[src/pkg/apfh_pkg.sv]
// Contract
// - Latching error clears only after shutdown, pin or bit, goes low then high.
// - Latching condition still present at shutdown release re-enters fault and sets status.
// - Resume after toggle only once the recovery timeout has elapsed.
// - Non-latching errors resume playback automatically when the condition clears.
// - Only clock errors among non-latching errors pull the fault output low.
// - Fault output is open-drain active low; receiver provides the pull-up.
// - Latching error holds fault low until toggle done and timeout passed.
// - Clock error pulls fault low; valid clocks release it at once, no timeout.
// - Over-voltage is non-latching, follows supply above threshold, fault not asserted.
// - Under-voltage is non-latching, clears when supply returns, fault not asserted.
// - Clock error on bad ratio, bad rate or any of three clocks stopped.
// - Over-current is latching, cleared by timeout plus shutdown toggle.
// - DC offset is latching, cleared by timeout plus shutdown toggle.
// - Over-temperature latching; also needs temperature below threshold minus hysteresis.
// - Every error is shown on fault pin as applicable and in status register.
// - Switching frequency is a selectable integer multiple of the sample rate.
// - Modulator makes two complementary PWM pairs, one per channel.
// - DC error when duty above 60 percent same polarity beyond 420 ms.
// - Shutdown low enters shutdown; high leaves it.
package apfh_pkg;
  localparam int unsigned CLK_HZ             = 10_000_000;
  localparam int unsigned FAULT_RECOVERY_MS  = 1;
  localparam int unsigned FAULT_RECOVERY_CYC = CLK_HZ / 1000 * FAULT_RECOVERY_MS;
  localparam int unsigned DC_HOLD_MS         = 420;
  localparam int unsigned DC_HOLD_CYC        = CLK_HZ / 1000 * DC_HOLD_MS;
  localparam int unsigned DC_DUTY_PCT        = 60;
  localparam int unsigned PCT_SCALE          = 100;
  localparam int unsigned PWM_MULT_DEF       = 16;

  localparam logic [7:0] ADDR_STATUS  = 8'h00;
  localparam logic [7:0] ADDR_CONTROL = 8'h04;
  localparam logic [7:0] ADDR_PWMCFG  = 8'h08;

  localparam int unsigned ST_OVERVOLT  = 0;
  localparam int unsigned ST_UNDERVOLT = 1;
  localparam int unsigned ST_CLOCK     = 2;
  localparam int unsigned ST_OVERCUR   = 3;
  localparam int unsigned ST_DCOFFSET  = 4;
  localparam int unsigned ST_OVERTEMP  = 5;
  localparam int unsigned ST_FAULTED   = 6;
  localparam int unsigned ST_PLAYING   = 7;
  localparam int unsigned CTL_SHUTDOWN = 0;
  localparam logic [31:0] CTL_RESET    = 32'h0000_0001;

  typedef enum logic [1:0] {APFH_RUN, APFH_LATCHED, APFH_WAIT_REL, APFH_RECOVER} apfh_state_e;
endpackage : apfh_pkg

[src/apfh_fault_handler.sv]
`timescale 1ns/1ns
`default_nettype none
// One channel's DC run detector: counts cycles of duty held past the band on one side.
module apfh_dc_detect
  import apfh_pkg::*;
#(
  parameter int unsigned PWM_W  = 8,
  parameter int unsigned DC_CYC = DC_HOLD_CYC
) (
  input  wire logic             pclk,     // Block clock
  input  wire logic             presetn,  // Async reset, active low
  input  wire logic             enable,   // Count only while playing
  input  wire logic [PWM_W-1:0] duty,     // Latched duty of this channel
  output logic                  dc_err    // Run has reached the hold time
);
  localparam int unsigned DCW     = $clog2(DC_CYC + 1);
  localparam int unsigned DUTY_HI = DC_DUTY_PCT * (2 ** PWM_W);
  localparam int unsigned DUTY_LO = (PCT_SCALE - DC_DUTY_PCT) * (2 ** PWM_W);

  logic [DCW-1:0] cnt_ff;
  logic           pol_ff;
  logic           above;
  logic           below;

  assign above  = duty * PCT_SCALE > DUTY_HI;
  assign below  = duty * PCT_SCALE < DUTY_LO;
  // Counting stops at the hold time, so the flag stays up until playback stops or the duty leaves its side of the band.
  assign dc_err = cnt_ff >= DCW'(DC_CYC);

  // A flip of polarity restarts the run, so an AC swing never adds up.
  always_ff @(posedge pclk or negedge presetn) begin
    if (!presetn) begin
      cnt_ff <= '0;
      pol_ff <= 1'b0;
    end else if (!enable) begin
      cnt_ff <= '0;
    end else if (above || below) begin
      pol_ff <= above;
      if (pol_ff != above) begin
        cnt_ff <= DCW'(1);
      end else if (!dc_err) begin
        cnt_ff <= cnt_ff + 1'b1;
      end
    end else begin
      cnt_ff <= '0;
    end
  end
endmodule : apfh_dc_detect

module apfh_fault_handler
  import apfh_pkg::*;
#(
  parameter int unsigned RECOVERY_CYC = FAULT_RECOVERY_CYC,
  parameter int unsigned DC_CYC       = DC_HOLD_CYC,
  parameter int unsigned PWM_W        = 8
) (
  input  wire logic             pclk,              // APB clock, 10 MHz
  input  wire logic             presetn,           // Async reset, active low
  input  wire logic             psel,              // APB select
  input  wire logic             penable,           // APB access phase
  input  wire logic             pwrite,            // APB write
  input  wire logic [7:0]       paddr,             // APB byte address
  input  wire logic [31:0]      pwdata,            // APB write data
  output logic      [31:0]      prdata,            // APB read data
  output logic                  pready,            // APB ready
  output logic                  pslverr,           // APB error, unmapped address
  input  wire logic             amp_shutdown_n,    // Shutdown pin, low = shutdown
  input  wire logic             overvoltage_err,   // Supply above OV threshold
  input  wire logic             undervoltage_err,  // Supply below UV threshold
  input  wire logic             bad_ratio,         // Unsupported clock ratio
  input  wire logic             bad_rate,          // Unsupported clock rate
  input  wire logic             clock_stopped,     // A clock has stopped
  input  wire logic             overcurrent_err,   // Output current above threshold
  input  wire logic             overtemp_err,      // Die above threshold
  input  wire logic             overtemp_hysteresis, // Die still above thr minus hyst
  input  wire logic             sample_tick,       // One pulse per audio sample
  input  wire logic [PWM_W-1:0] audio_l,           // Left sample, offset binary
  input  wire logic [PWM_W-1:0] audio_r,           // Right sample, offset binary
  output logic                  amp_fault_n_o,     // Fault pin output level, always 0
  output logic                  amp_fault_n_oe,    // Fault pin drive enable
  output logic                  playing,           // Power stage enabled
  output logic                  pwm_l_p,           // Left PWM
  output logic                  pwm_l_n,           // Left PWM complement
  output logic                  pwm_r_p,           // Right PWM
  output logic                  pwm_r_n            // Right PWM complement
);
  localparam int unsigned RCW = $clog2(RECOVERY_CYC + 1);

  apfh_state_e    state_ff;
  apfh_state_e    nxt_state;
  logic [31:0]    ctl_ff;
  logic [7:0]     pwm_mult_ff;
  logic [RCW-1:0] rec_cnt_ff;
  logic [2:0]     latched_ff;
  logic [7:0]     sub_cnt_ff;
  logic [PWM_W-1:0] ramp_ff;
  logic [PWM_W-1:0] duty_l_ff;
  logic [PWM_W-1:0] duty_r_ff;
  logic           pwm_l_ff;
  logic           pwm_r_ff;
  logic           dc_err_l;
  logic           dc_err_r;
  logic           dc_offset_err;
  logic           clock_err;
  logic           shutdown_n;
  logic           latch_now;
  logic           nonlatch_block;
  logic           wr_en;
  logic           rd_en;
  logic           addr_ok;
  logic           ot_hold;
  logic           rec_load;
  logic           rec_done;
  logic           fault_req;
  logic [31:0]    status_word;

  // Pin and control bit are ANDed, so either one low shuts the stage down.
  assign shutdown_n = amp_shutdown_n & ctl_ff[CTL_SHUTDOWN];
  assign clock_err = bad_ratio | bad_rate | clock_stopped;
  assign dc_offset_err = dc_err_l | dc_err_r;
  assign latch_now = overcurrent_err | dc_offset_err | overtemp_err;
  // Over-/under-voltage and clock errors only stall playback while present.
  assign nonlatch_block = overvoltage_err | undervoltage_err | clock_err;
  // Over-temperature keeps recovery waiting until the die cools past the hysteresis point.
  assign ot_hold = latched_ff[2] && overtemp_hysteresis;
  // The timer reloads on every fault entry, re-entry after a release included.
  assign rec_load = nxt_state == APFH_LATCHED && state_ff != APFH_LATCHED;
  assign rec_done = rec_cnt_ff == '0;

  always_comb begin
    nxt_state = state_ff;
    case (state_ff)
      APFH_RUN: begin
        // A cause during shutdown is ignored; one still present at release is picked up then.
        if (shutdown_n && latch_now) begin
          nxt_state = APFH_LATCHED;
        end
      end
      APFH_LATCHED: begin
        if (!shutdown_n) begin
          nxt_state = APFH_WAIT_REL;
        end
      end
      APFH_WAIT_REL: begin
        // A cause still present at release re-enters the fault and reloads the timer.
        if (shutdown_n) begin
          nxt_state = latch_now ? APFH_LATCHED : APFH_RECOVER;
        end
      end
      APFH_RECOVER: begin
        if (!shutdown_n) begin
          nxt_state = APFH_WAIT_REL;
        end else if (latch_now) begin
          nxt_state = APFH_LATCHED;
        end else if (rec_done && !ot_hold) begin
          nxt_state = APFH_RUN;
        end
      end
      default: nxt_state = APFH_RUN;
    endcase
  end

  always_ff @(posedge pclk or negedge presetn) begin
    if (!presetn) begin
      state_ff <= APFH_RUN;
    end else begin
      state_ff <= nxt_state;
    end
  end

  // Timeout starts on fault entry and keeps running through the toggle.
  always_ff @(posedge pclk or negedge presetn) begin
    if (!presetn) begin
      rec_cnt_ff <= '0;
    end else if (rec_load) begin
      rec_cnt_ff <= RCW'(RECOVERY_CYC);
    end else if (!rec_done) begin
      rec_cnt_ff <= rec_cnt_ff - 1'b1;
    end
  end

  // Latching status holds the cause; set wins, bits clear on leaving fault.
  always_ff @(posedge pclk or negedge presetn) begin
    if (!presetn) begin
      latched_ff <= '0;
    end else if (shutdown_n && latch_now) begin
      latched_ff <= latched_ff | {overtemp_err, dc_offset_err, overcurrent_err};
    end else if (state_ff == APFH_RECOVER && nxt_state == APFH_RUN) begin
      latched_ff <= '0;
    end
  end

  // Over-temperature lingers until the die cools past the hysteresis point.
  always_comb begin
    playing = shutdown_n && state_ff == APFH_RUN && !nonlatch_block && !latch_now
              && !ot_hold;
  end

  // Clock errors pull the pin at once; over- and under-voltage never do.
  assign fault_req = (state_ff != APFH_RUN) || (shutdown_n && latch_now)
                     || clock_err;

  // Registered so a combinational glitch of the causes never reaches the pin.
  always_ff @(posedge pclk or negedge presetn) begin
    if (!presetn) begin
      amp_fault_n_oe <= 1'b0;
    end else begin
      amp_fault_n_oe <= fault_req;
    end
  end
  assign amp_fault_n_o = 1'b0;

  // DC detect runs per channel and feeds the latching cause set.
  apfh_dc_detect #(
    .PWM_W  (PWM_W),
    .DC_CYC (DC_CYC)
  ) u_dc_l (
    .pclk    (pclk),
    .presetn (presetn),
    .enable  (playing),
    .duty    (duty_l_ff),
    .dc_err  (dc_err_l)
  );

  apfh_dc_detect #(
    .PWM_W  (PWM_W),
    .DC_CYC (DC_CYC)
  ) u_dc_r (
    .pclk    (pclk),
    .presetn (presetn),
    .enable  (playing),
    .duty    (duty_r_ff),
    .dc_err  (dc_err_r)
  );

  // Duty is taken once per sample so a channel never changes level mid-ramp.
  always_ff @(posedge pclk or negedge presetn) begin
    if (!presetn) begin
      duty_l_ff <= '0;
      duty_r_ff <= '0;
    end else if (sample_tick) begin
      duty_l_ff <= audio_l;
      duty_r_ff <= audio_r;
    end
  end

  // PWM: each sample period is split into pwm_mult ramps, locked to the sample rate.
  // The ramp parks once the multiplier count is reached, until the next sample.
  always_ff @(posedge pclk or negedge presetn) begin
    if (!presetn) begin
      ramp_ff    <= '0;
      sub_cnt_ff <= '0;
    end else if (sample_tick) begin
      ramp_ff    <= '0;
      sub_cnt_ff <= '0;
    end else if (ramp_ff == '1) begin
      ramp_ff <= '0;
      if (sub_cnt_ff != pwm_mult_ff) begin
        sub_cnt_ff <= sub_cnt_ff + 1'b1;
      end
    end else if (sub_cnt_ff != pwm_mult_ff) begin
      ramp_ff <= ramp_ff + 1'b1;
    end
  end

  // Both channels share one ramp so the pairs switch in step.
  always_ff @(posedge pclk or negedge presetn) begin
    if (!presetn) begin
      pwm_l_ff <= 1'b0;
    end else begin
      pwm_l_ff <= playing && (ramp_ff < duty_l_ff);
    end
  end

  always_ff @(posedge pclk or negedge presetn) begin
    if (!presetn) begin
      pwm_r_ff <= 1'b0;
    end else begin
      pwm_r_ff <= playing && (ramp_ff < duty_r_ff);
    end
  end
  // The n leg drops with playing and the registered p leg one cycle later, so the bridge idles rather than shorts.
  assign pwm_l_p = pwm_l_ff;
  assign pwm_l_n = playing & ~pwm_l_ff;
  assign pwm_r_p = pwm_r_ff;
  assign pwm_r_n = playing & ~pwm_r_ff;

  // APB slave: zero wait states, unmapped addresses return an error.
  assign addr_ok = paddr == ADDR_STATUS || paddr == ADDR_CONTROL || paddr == ADDR_PWMCFG;
  assign wr_en   = psel && penable && pwrite && addr_ok;
  assign rd_en   = psel && !penable && !pwrite;
  assign pready  = 1'b1;
  assign pslverr = psel && penable && !addr_ok;

  // Only the shutdown bit is kept; the other control bits read back as zero.
  always_ff @(posedge pclk or negedge presetn) begin
    if (!presetn) begin
      ctl_ff <= CTL_RESET;
    end else if (wr_en && paddr == ADDR_CONTROL) begin
      ctl_ff <= {31'h0000_0000, pwdata[CTL_SHUTDOWN]};
    end
  end

  // A multiplier of zero would park the ramp for good, so such writes are dropped.
  always_ff @(posedge pclk or negedge presetn) begin
    if (!presetn) begin
      pwm_mult_ff <= 8'(PWM_MULT_DEF);
    end else if (wr_en && paddr == ADDR_PWMCFG && pwdata[7:0] != 8'h00) begin
      pwm_mult_ff <= pwdata[7:0];
    end
  end

  // Status word: live non-latching errors, latched causes, then summary bits.
  always_comb begin
    status_word               = '0;
    status_word[ST_OVERVOLT]  = overvoltage_err;
    status_word[ST_UNDERVOLT] = undervoltage_err;
    status_word[ST_CLOCK]     = clock_err;
    status_word[ST_OVERCUR]   = latched_ff[0];
    status_word[ST_DCOFFSET]  = latched_ff[1];
    status_word[ST_OVERTEMP]  = latched_ff[2];
    status_word[ST_FAULTED]   = state_ff != APFH_RUN;
    status_word[ST_PLAYING]   = playing;
  end

  // Read data is loaded in the setup cycle, so the access phase needs no wait state.

  always_ff @(posedge pclk or negedge presetn) begin
    if (!presetn) begin
      prdata <= '0;
    end else if (rd_en) begin
      case (paddr)
        ADDR_STATUS:  prdata <= status_word;
        ADDR_CONTROL: prdata <= ctl_ff;
        ADDR_PWMCFG:  prdata <= {24'h00_0000, pwm_mult_ff};
        default:      prdata <= '0;
      endcase
    end
  end
endmodule : apfh_fault_handler
`default_nettype wire

[config.mk]
export PLATFORM = sky130hd
export DESIGN_NAME = apfh_fault_handler
export DESIGN_NICKNAME = d
export VERILOG_FILES = /design/src/pkg/apfh_pkg.sv /design/src/apfh_fault_handler.sv
export SDC_FILE = /design/constraint.sdc
export NUM_CORES = 1
export LEC_CHECK = 0
export ABC_AREA = 1
export BUFFER_PORTS_ARGS = -buffer_cell sky130_fd_sc_hd__buf_2
export CORE_MARGIN = 8
export CORE_UTILIZATION = 47
export DETAILED_ROUTE_END_ITERATION = 8
export PLACE_DENSITY = 0.78
export SYNTH_ARGS = -nofsm -noshare
export SYNTH_HDL_FRONTEND = slang
export SYNTH_SLANG_ARGS = --single-unit
export TNS_END_PERCENT = 1
[constraint.sdc]
create_clock -name pclk -period 2.9 [get_ports pclk]
set_clock_uncertainty 0.05 [all_clocks]
set_input_delay 0.435 -clock pclk [delete_from_list [all_inputs] [get_ports pclk]]
set_output_delay 0.435 -clock pclk [all_outputs]
set_load 0.1 [all_outputs]
After elaboration in Yosys (flattened, before gate mapping)
Cells that the tools add are included.
Word-level totals
  bits in registers: 143
  bits of input ports: 71
  output and inout port bits: 41
Operators by class
  $add $sub $neg: 5
  multiply operators: 2
  $lt $le $gt $ge: 8
  equality and inequality tests: 14
  muxes and demuxes: 27
  bitwise gates (word level): 13
  reductions and logical operators: 45
Operators with widths (number)
  two-way mux 23 bit: 8
  two-way mux 8 bit: 6
  adder 23 x 1 -> 23 bit (second input constant): 2
  greater-or-equal comparator 23 bit (second input constant): 2
  > comparator 15 x 14 -> 1 bit (second input constant): 2
  less-than comparator 15 x 14 -> 1 bit (second input constant): 2
  two-way mux 14 bit: 2
  multiplier 8 x 5 -> 13 bit (second input constant): 2
  case mux 8 bit (3 select lines): 1
  logical AND 1 bit: 20
  adder 8 x 1 -> 8 bit (second input constant): 2
  less-than comparator 8 bit: 2
  logical NOT 14 bit: 1
  two-way mux 2 bit: 7
  subtractor 14 x 1 -> 14 bit (second input constant): 1
  == test 8 x 3 -> 1 bit (second input constant): 1
  == test 8 x 4 -> 1 bit (second input constant): 1
  == test 8 bit (second input constant): 1
  logical NOT 8 bit: 1
  != test 4 bit (second input constant): 2
  != test 8 bit: 1
  case mux 2 bit (4 select lines): 1
  nonzero test 2 bit: 4
  nonzero test 8 bit: 1
  15 further kinds: 41

Logic depth before layout (Yosys ltp)
Gate-level depths: netlist of the first run.
  depth after elaboration: 11
  gate-level depth with buffers: 21

By module
Synthesis of the first run repeated with hierarchy kept, for this count alone.
Second synthesis, totals
  cell total of the unflattened synthesis: 1192
  area, all modules: 9092.5 µm²
By module, submodules not included
  apfh_fault_handler: times used 1, cells an instance 548, area each 4356.7 µm²
  apfh_dc_detect (u_dc_r): times used 1, cells an instance 329, area each 2393.5 µm²
  apfh_dc_detect (u_dc_l): times used 1, cells an instance 315, area each 2342.2 µm²

Worst setup path before layout of the first run
No wires, ideal clock.
  kind: reg-to-output
  start: register ctl_ff[0]
  end: output port pwm_l_n
  data arrival time: 2.814 ns
  required time: 2.415 ns
  path slack: -0.399 ns
  stages on the path, launching flop included: 7
  path buffers: 0
  cells stage by stage: dfstp_2 > nand2_1 > nor4_1 > nand2_1 > nor2_8 > inv_1 > nor2_1
Between the ends
  cells in the longest elaborated chain, start to end: 6
RTL lines
  from (decl): line apfh_fault_handler.sv:91  | logic [31:0] ctl_ff;
  from (signal assigned): line apfh_fault_handler.sv:300  | ctl_ff <= {31'h0000_0000, pwdata[CTL_SHUTDOWN]};
  AND 1 bit: line apfh_fault_handler.sv:118  | assign shutdown_n = amp_shutdown_n & ctl_ff[CTL_SHUTDOWN];
  logical AND 1 bit (3 in a row): line apfh_fault_handler.sv:195  | playing = shutdown_n && state_ff == APFH_RUN && !nonlatch_block && !latch_now
  logical AND 1 bit: line apfh_fault_handler.sv:196  | && !ot_hold;
  net playing: line apfh_fault_handler.sv:81  | output logic playing,
  AND 1 bit: line apfh_fault_handler.sv:284  | assign pwm_l_n = playing & ~pwm_l_ff;
  to (decl): line apfh_fault_handler.sv:83  | output logic pwm_l_n,
The timed path passes the listed nets, and every way through them passes these cells.

Worst setup path in the final report of the first run
  start: register duty_r_ff[4]
  end: register u_dc_r.cnt_ff[17]
Between the ends
  cells in the longest elaborated chain, start to end: 6
RTL lines
  from (decl): line apfh_fault_handler.sv:98  | logic [PWM_W-1:0] duty_r_ff;
  from (signal assigned): line apfh_fault_handler.sv:243  | duty_r_ff <= audio_r;
  multiplier 8 x 5 -> 13 bit (*): line apfh_fault_handler.sv:25, apfh_fault_handler.sv:26
  > comparator 15 x 14 -> 1 bit: line apfh_fault_handler.sv:25  | assign above = duty * PCT_SCALE > DUTY_HI;
  != test 1 bit: line apfh_fault_handler.sv:39  | if (pol_ff != above) begin
  two-way mux 23 bit: line apfh_fault_handler.sv:39
  two-way mux 23 bit: line apfh_fault_handler.sv:37  | end else if (above || below) begin
  two-way mux 23 bit: line apfh_fault_handler.sv:35  | end else if (!enable) begin
  to (signal assigned): line apfh_fault_handler.sv:42  | cnt_ff <= cnt_ff + 1'b1;
  to (decl): line apfh_fault_handler.sv:20  | logic [DCW-1:0] cnt_ff;
Mark *: on every way between the ends. The rest lies on a longest branch, timed or not.
A chain may end at the register's enable or synchronous reset.

==> results of run 1 <==
==> power by group <==
| group | total (W) | switching (W) | leakage (nW) | internal [W] |
|---|---|---|---|---|
| clock network | 0.00243 | 0.000790 | 0.325 | 0.00164 |
| registers | 0.00187 | 0.0000977 | 1.57 | 0.00177 |
| logic | 0.00195 | 0.00115 | 3.39 | 0.000800 |
==> synth_stat cells (3+ instances only) <==
cell type  instances  share of area (%)
ha_1              80                 12
a31oi_1            3               0.22
nand3b_1           3               0.26
nand4_1           32                2.4
nand2_2            9               0.66
nand3_1           60                3.5
nor3_1            25                1.5
o21ai_0           57                3.4
xor2_1            31                3.2
nand2_1          212                9.4
xnor2_1            9               0.93
nand3_2            3               0.35
nor2_1            89                3.9
o21a_1             3               0.26
o211ai_1           8               0.71
nor4_1             9               0.66
fa_1               6                1.4
nand2_4            3               0.40
nor2_2            11               0.81
dfrtp_1          117                 34
a22oi_1            7               0.62
nor2_4            20                2.6
buf_4             26                2.3
clkbuf_1           6               0.26
inv_1            175                7.7
a21oi_1           35                2.1
==> layout make-up <==
cell class,instances,area [um^2]
clock inverters,10,190
repair buffers,124,943
inverters,178,668
flip-flops and latches,119,2980
well taps,229,287
fillers,1467,7290
clock buffers,22,494
multi-input cells,764,4980
==> per-layer routing <==
layer | share of wire (%) | up-vias | track usage [%]
met5 | 0 | - | 0
met4 | 2.0 | 0 | 6.80
met3 | 3.7 | 39 | 3.43
met2 | 52 | 175 | 31.6
met1 | 42 | 3500 | 21.5
li1 | - | 3682 | -
==> sequential cells by signal, indices dropped and copies added (netlist names), 2 cells and up <==
register	cells
rec_cnt_ff	14
duty_l_ff	8
duty_r_ff	8
state_ff	2
latched_ff	3
prdata	8
sub_cnt_ff	8
pwm_mult_ff	8
u_dc_r.cnt_ff	23
ramp_ff	8
u_dc_l.cnt_ff	23
==> worst min path at each step <==
stage | start | endpoint | slack [ps] | depth (start not counted)
finish | presetn | prdata[0] | -10 | 1
detailed placement | prdata[2] | prdata[2] | 430 | 2
global route | presetn | prdata[0] | 20 | 1
floorplan | presetn | amp_fault_n_oe | 90 | 0
global placement | prdata[2] | prdata[2] | 420 | 2
CTS | presetn | rec_cnt_ff[1] | 4 | 1
==> kinds of logic (layout without fill, tap and decap cells) <==
| group | Yosys count | in the layout |
|---|---|---|
| AO/OA/AOI/OAI | 124 | 124 |
| XOR/XNOR | 42 | 42 |
| adder cells (fa/ha/maj) | 86 | 86 |
| buffers and inverters | 215 | 334 |
| flip-flops | 119 | 119 |
| other | 2 | 26 |
| AND/OR/NAND/NOR | 486 | 486 |
==> metrics by stage <==
stage	utilization (%)	instance area [um^2]	TNS (ps)	power (W)
3_5_place_dp	52.6	9390	-21810	0.00349
2_1_floorplan	-	8590	-12180	0.00304
4_1_cts	58.1	10400	-14990	0.00612
6_report	59.1	10600	-17650	0.00625
5_1_grt	59.1	10600	-25270	0.00658
3_3_place_gp	52.6	9390	-17340	0.00343
==> what timing repair did <==
action,CTS,global route
pin swaps,23,27
endpoints found under the setup margin,48,49
cloned,1,1
hold buffers,0,0
gates resized for setup,33,31
setup buffers,7,2
==> worst max-delay path, delay by kind of cell, from the launching register on <==
family	cells	cell delay, ps
XOR/XNOR	1	80
adder cells (fa/ha/maj)	4	1210
buffers and inverters	4	560
flip-flops	1	420
AND/OR/NAND/NOR	10	990
==> results.yml, run 1 <==
die:
  die-area_um2: 22600
  rows: 49
  die_h_um: 150
  fp.dieW_um: 150
  core-area_um2: 17800
  start_util_pct: 47.7
  ioPinCount: 112
yosys:
  synth-seq-cells: 119
  synthMuxAreaShare_pct: 0
  synth-xor-area-share_pct: 4.50
  yosys.area_share.simple_pct: 27.6
  seq_area_frac_synth_pct: 35.1
  yosys_warnings: 0
  synthCells: 1074
  ys_types: 52
  synth_edf_count: 0
  ys_async_sr_fraction_pct: 100
  synth-compound-area-share_pct: 8.42
  ys.flop_type: "dfrtp_1"
  synth_top_family_by_area: "simple AND/OR/NAND/NOR gates"
  syn_avg_cell_area_um2: 7.92
  synth_fa_ha_area_share_pct: 13.2
  synthesis.area_um2: 8500
status:
  violations: "negative hold slack, negative setup slack"
  status: "complete, but fails checks"
timing:
  maxSlewViolCount: 0
  slew_headroom_pct: 35.8
  finalHoldViolCount: 20
  worst_pin_slew_ps: 958
  setup_violations: 48
  setup_ws_ps: -468
  period_share_pct: 116
  min_period_ps: 3370
  clock.fmax_ghz: 0.297
  rsz0062_at_grt: "yes"
  hold_slack_ps: -14.4
worst_setup_path:
  cp-endpoint: "u_dc_r.cnt_ff[17]"
  cpMostUsedCell: "nand2_2"
  r2r_cells: 19
  cpMaxStageDelayCell: "dfrtp_1"
  critPathRequiredTime_ps: 3200
  regToRegSetupSlack_ps: -470
  cp-start-kind: "register"
  slowest_delay_ps: 420
  critical_path_class: "register to register"
  r2r-end: "u_dc_r.cnt_ff[17]"
  endpoint_kind: "register"
  startpoint: "duty_r_ff[4]"
  cp_max_fo: 5
  crit_chain: "buf_4, ha_1, ha_1, ha_4, ha_4, nand2_1, inv_1, nand4_1, nand3_2, xnor2_2, nor2_1, nand3_2, nand2_2, nand2_2, nand2_2, nand2_4, buf_12, buf_12, nor2_4"
  worstPathArrival_ps: 3670
  timing.rr.start: "duty_r_ff[4]"
cells_and_area:
  layout_commonest_cell: "nand2_1"
  final_cell_mix: "201 x nand2_1, 171 x inv_1, 115 x dfrtp_1, 85 x nor2_1, 67 x ha_1"
  n_antenna_cell: 0
  drive_above_1_share_pct: 22.2
  fin_nets: 1361
  area_delta_synth_final_pct: 24.1
  final_cells: 1446
clock_tree:
  cts_buffers: 17
  htree_levels: 4
  cts_root_buf: "clkbuf_16"
  cts.sinks: 119
  clk_path_buf_depth: 2
  path_clk_slew_ps: 60
  clk_latency_ps: 420
  cts_tree: "built"
drt:
  ant_nets: 0
  drt_drc_violations_left: 0
  totalWireLength_um: 20100
  vias_per_cell: 5.11
  route.detailed.wl_per_inst_um: 13.9
  first_pass_iters: 5
  vias: 7396
  drt_iter0_markers: 488
global_routing:
  grt_overflow: 0
  grt_max_degree: 62
  grt_pass1_vias: 7303
  grt_pass1_wl_um: 33500
  grt_usage_pct: 18.0
  antenna_found_initial: 0
placement:
  dp_cells: 1403
  gp_congestion: 0.900
  pre_cts_slack_ps: -523
  port_buffers: 61
  hpwl_um: 13800
power_and_ir_drop:
  power.density_nw_per_um2: 593
  p_leak_nw: 5.28
  ir_worst_vdd_v: 0.000448
flow_run:
  drv_cap: 0
worst_hold_path:
  hold_path_class: "input pin to async pin"
(Power assumes the default switching activity.)
==> run 2, diff against run 1 <==
--- a/config.mk
+++ b/config.mk
@@ -10,7 +10,7 @@
 export CORE_MARGIN = 8
 export CORE_UTILIZATION = 47
 export DETAILED_ROUTE_END_ITERATION = 8
-export PLACE_DENSITY = 0.78
+export PLACE_DENSITY = 0.7
 export SYNTH_ARGS = -nofsm -noshare
 export SYNTH_HDL_FRONTEND = slang
 export SYNTH_SLANG_ARGS = --single-unit
==> results.yml, run 2 (same netlist as run 1, synthesis figures left out) <==
status:
  status: "complete, but fails checks"
  violations: "negative setup slack"
cells_and_area:
  multiInputGateArea_um2: 5050
  area_delta_synth_final_pct: 23.1
  layout_commonest_cell: "nand2_1"
  final_area_um2: 10500
  final_core_util_pct: 58.7
  drive_above_1_share_pct: 22.1
  regArea_um2: 2980
  fin_nets: 1359
  final_cell_mix: "201 x nand2_1, 170 x inv_1, 117 x dfrtp_1, 87 x nor2_1, 64 x ha_1"
  final.fill_count: 1551
  largestRegisters: "u_dc_l.cnt_ff x23, u_dc_r.cnt_ff x23, rec_cnt_ff x14"
  n_antenna_cell: 0
timing:
  slew_headroom_pct: 27.0
  maxSlewViolCount: 0
  finalHoldViolCount: 0
  worst_pin_slew_ps: 1090
  fin_tns_setup_ps: -13200
  clock.fmax_ghz: 0.308
  rsz0062_at_grt: "yes"
  period_share_pct: 112
  setup_violations: 48
  min_period_ps: 3250
  setup_ws_ps: -347
global_routing:
  grtUsageMet2_pct: 30.1
  grt_usage_pct: 17.5
  antenna_found_initial: 0
  grt_pass1_vias: 7146
  grt_overflow: 0
  grt_busiest_layer: "met2"
  grt_pass1_wl_um: 32400
  grt_util_met3_pct: 3.70
  met1_usage_pct: 21.4
  grt_max_degree: 52
power_and_ir_drop:
  power.density_nw_per_um2: 577
  combPwrFrac_pct: 32.4
  p_switching_w: 0.00196
  p_seq_share_pct: 30.9
  ir_worst_vdd_v: 0.000397
  internal-power_w: 0.00408
  p_sw_share_pct: 32.4
  p_leak_nw: 5.25
  pwr-share-clk_pct: 36.8
clock_tree:
  clk_latency_ps: 420
  cts.sinks: 119
  cts_root_buf: "clkbuf_16"
  path_clk_slew_ps: 50
  cts_buffers: 17
  clk_path_buf_depth: 2
  htree_levels: 4
  cts_tree: "built"
worst_setup_path:
  cpMaxStageDelayCell: "fa_1"
  cp-start-kind: "register"
  critPathRequiredTime_ps: 3150
  slowest_delay_ps: 490
  crit_chain: "ha_1, ha_1, inv_1, fa_1, inv_2, ha_4, nand3_2, nand3_2, nand4_1, o211ai_1, xnor2_2, nand2_4, nand2_1, nand2_2, nand2_4, buf_12, nor2_4"
  critical_path_class: "register to register"
  worstPathArrival_ps: 3500
  endpoint_kind: "register"
  cp_max_fo: 7
placement:
  port_buffers: 61
  gp_congestion: 0.853
  dpl_cell_area_um2: 9400
  hpwl_um: 13900
die:
  fp.dieW_um: 150
  ioPinCount: 112
  rows: 49
  die_h_um: 150
  start_util_pct: 47.7
  die-area_um2: 22600
  core-area_um2: 17800
drt:
  vias_per_cell: 5.05
  ant_nets: 0
  vias: 7290
  drt_drc_violations_left: 0
  totalWireLength_um: 19200
  route.detailed.wl_per_inst_um: 13.3
  first_pass_iters: 7
  drt_iter0_markers: 446
flow_run:
  drv_cap: 0
worst_hold_path:
  hold_path_class: "input pin to register"
==> run 2: cell type report <==
cell class / count / share of cell area, %
Clock buffer: 25 / 4.92
Clock inverter: 7 / 1.10
Sequential cell: 119 / 28.5
Tap cell: 229 / 2.74
Inverter: 178 / 6.38
Timing Repair Buffer: 122 / 8.17
Multi-Input combinational cell: 764 / 48.2
==> run 2: per-layer routing <==
metal  wire, um  vias to the layer above  share of wire [%]
met5          0                        -                  0
met4        320                        0                1.7
met3        622                       29                3.2
met2       9770                      134                 51
met1       8500                     3444                 44
li1           -                     3683                  -
==> run 2: path summary, 6_finish.rpt <==
kind	startpoint	slack, ps	cells after the start	to
worst max-delay path	duty_r_ff[3]	-350	17	u_dc_r.cnt_ff[17]
worst min-delay path	audio_l[0]	170	3	duty_l_ff[0]
worst max register to register	duty_r_ff[3]	-350	17	u_dc_r.cnt_ff[17]
worst min register to register	prdata[1]	440	2	prdata[1]
max in group asynchronous	presetn	1520	3	duty_r_ff[5]
min in group asynchronous	presetn	500	2	rec_cnt_ff[8]
==> run 2: power by group through the flow <==
stage | clock (W) | combinational (W) | sequential [W]
after global placement | 0 | 0.00157 | 0.00189
after floorplan | 0 | 0.00117 | 0.00187
final | 0.00222 | 0.00196 | 0.00187
after CTS | 0.00227 | 0.00183 | 0.00186
after global routing | 0.00233 | 0.00218 | 0.00188
after detailed placement | 0 | 0.00161 | 0.00189
==> run 2: repair_timing <==
item / CTS / global route
hold buffers: 1 / 0
resized for setup: 43 / 25
pin swaps: 35 / 20
setup buffers: 5 / 0
hold endpoints to repair: 40 / 0
setup endpoints to repair: 48 / 48
==> run 2: critical path: cells and delay by family (launching register included) <==
| family | cells | cell delay (ps) |
|---|---|---|
| XOR/XNOR | 1 | 200 |
| adder cells (fa/ha/maj) | 4 | 1390 |
| buffers and inverters | 3 | 260 |
| flip-flops | 1 | 400 |
| AO/OA/AOI/OAI | 1 | 150 |
| AND/OR/NAND/NOR | 8 | 670 |
==> run 2: stage by stage <==
stage / std cells / total power, W / setup slack [ps] / hold WS (ps)
final: 1444 / 0.00604 / -347 / 169
after global routing: 1444 / 0.00639 / -489 / 158
after CTS: 1444 / 0.00596 / -306 / 151
after detailed placement: 1406 / 0.00350 / -513 / 412
after global placement: 1406 / 0.00346 / -439 / 413
after floorplan: 1098 / 0.00304 / -399 / 89.4
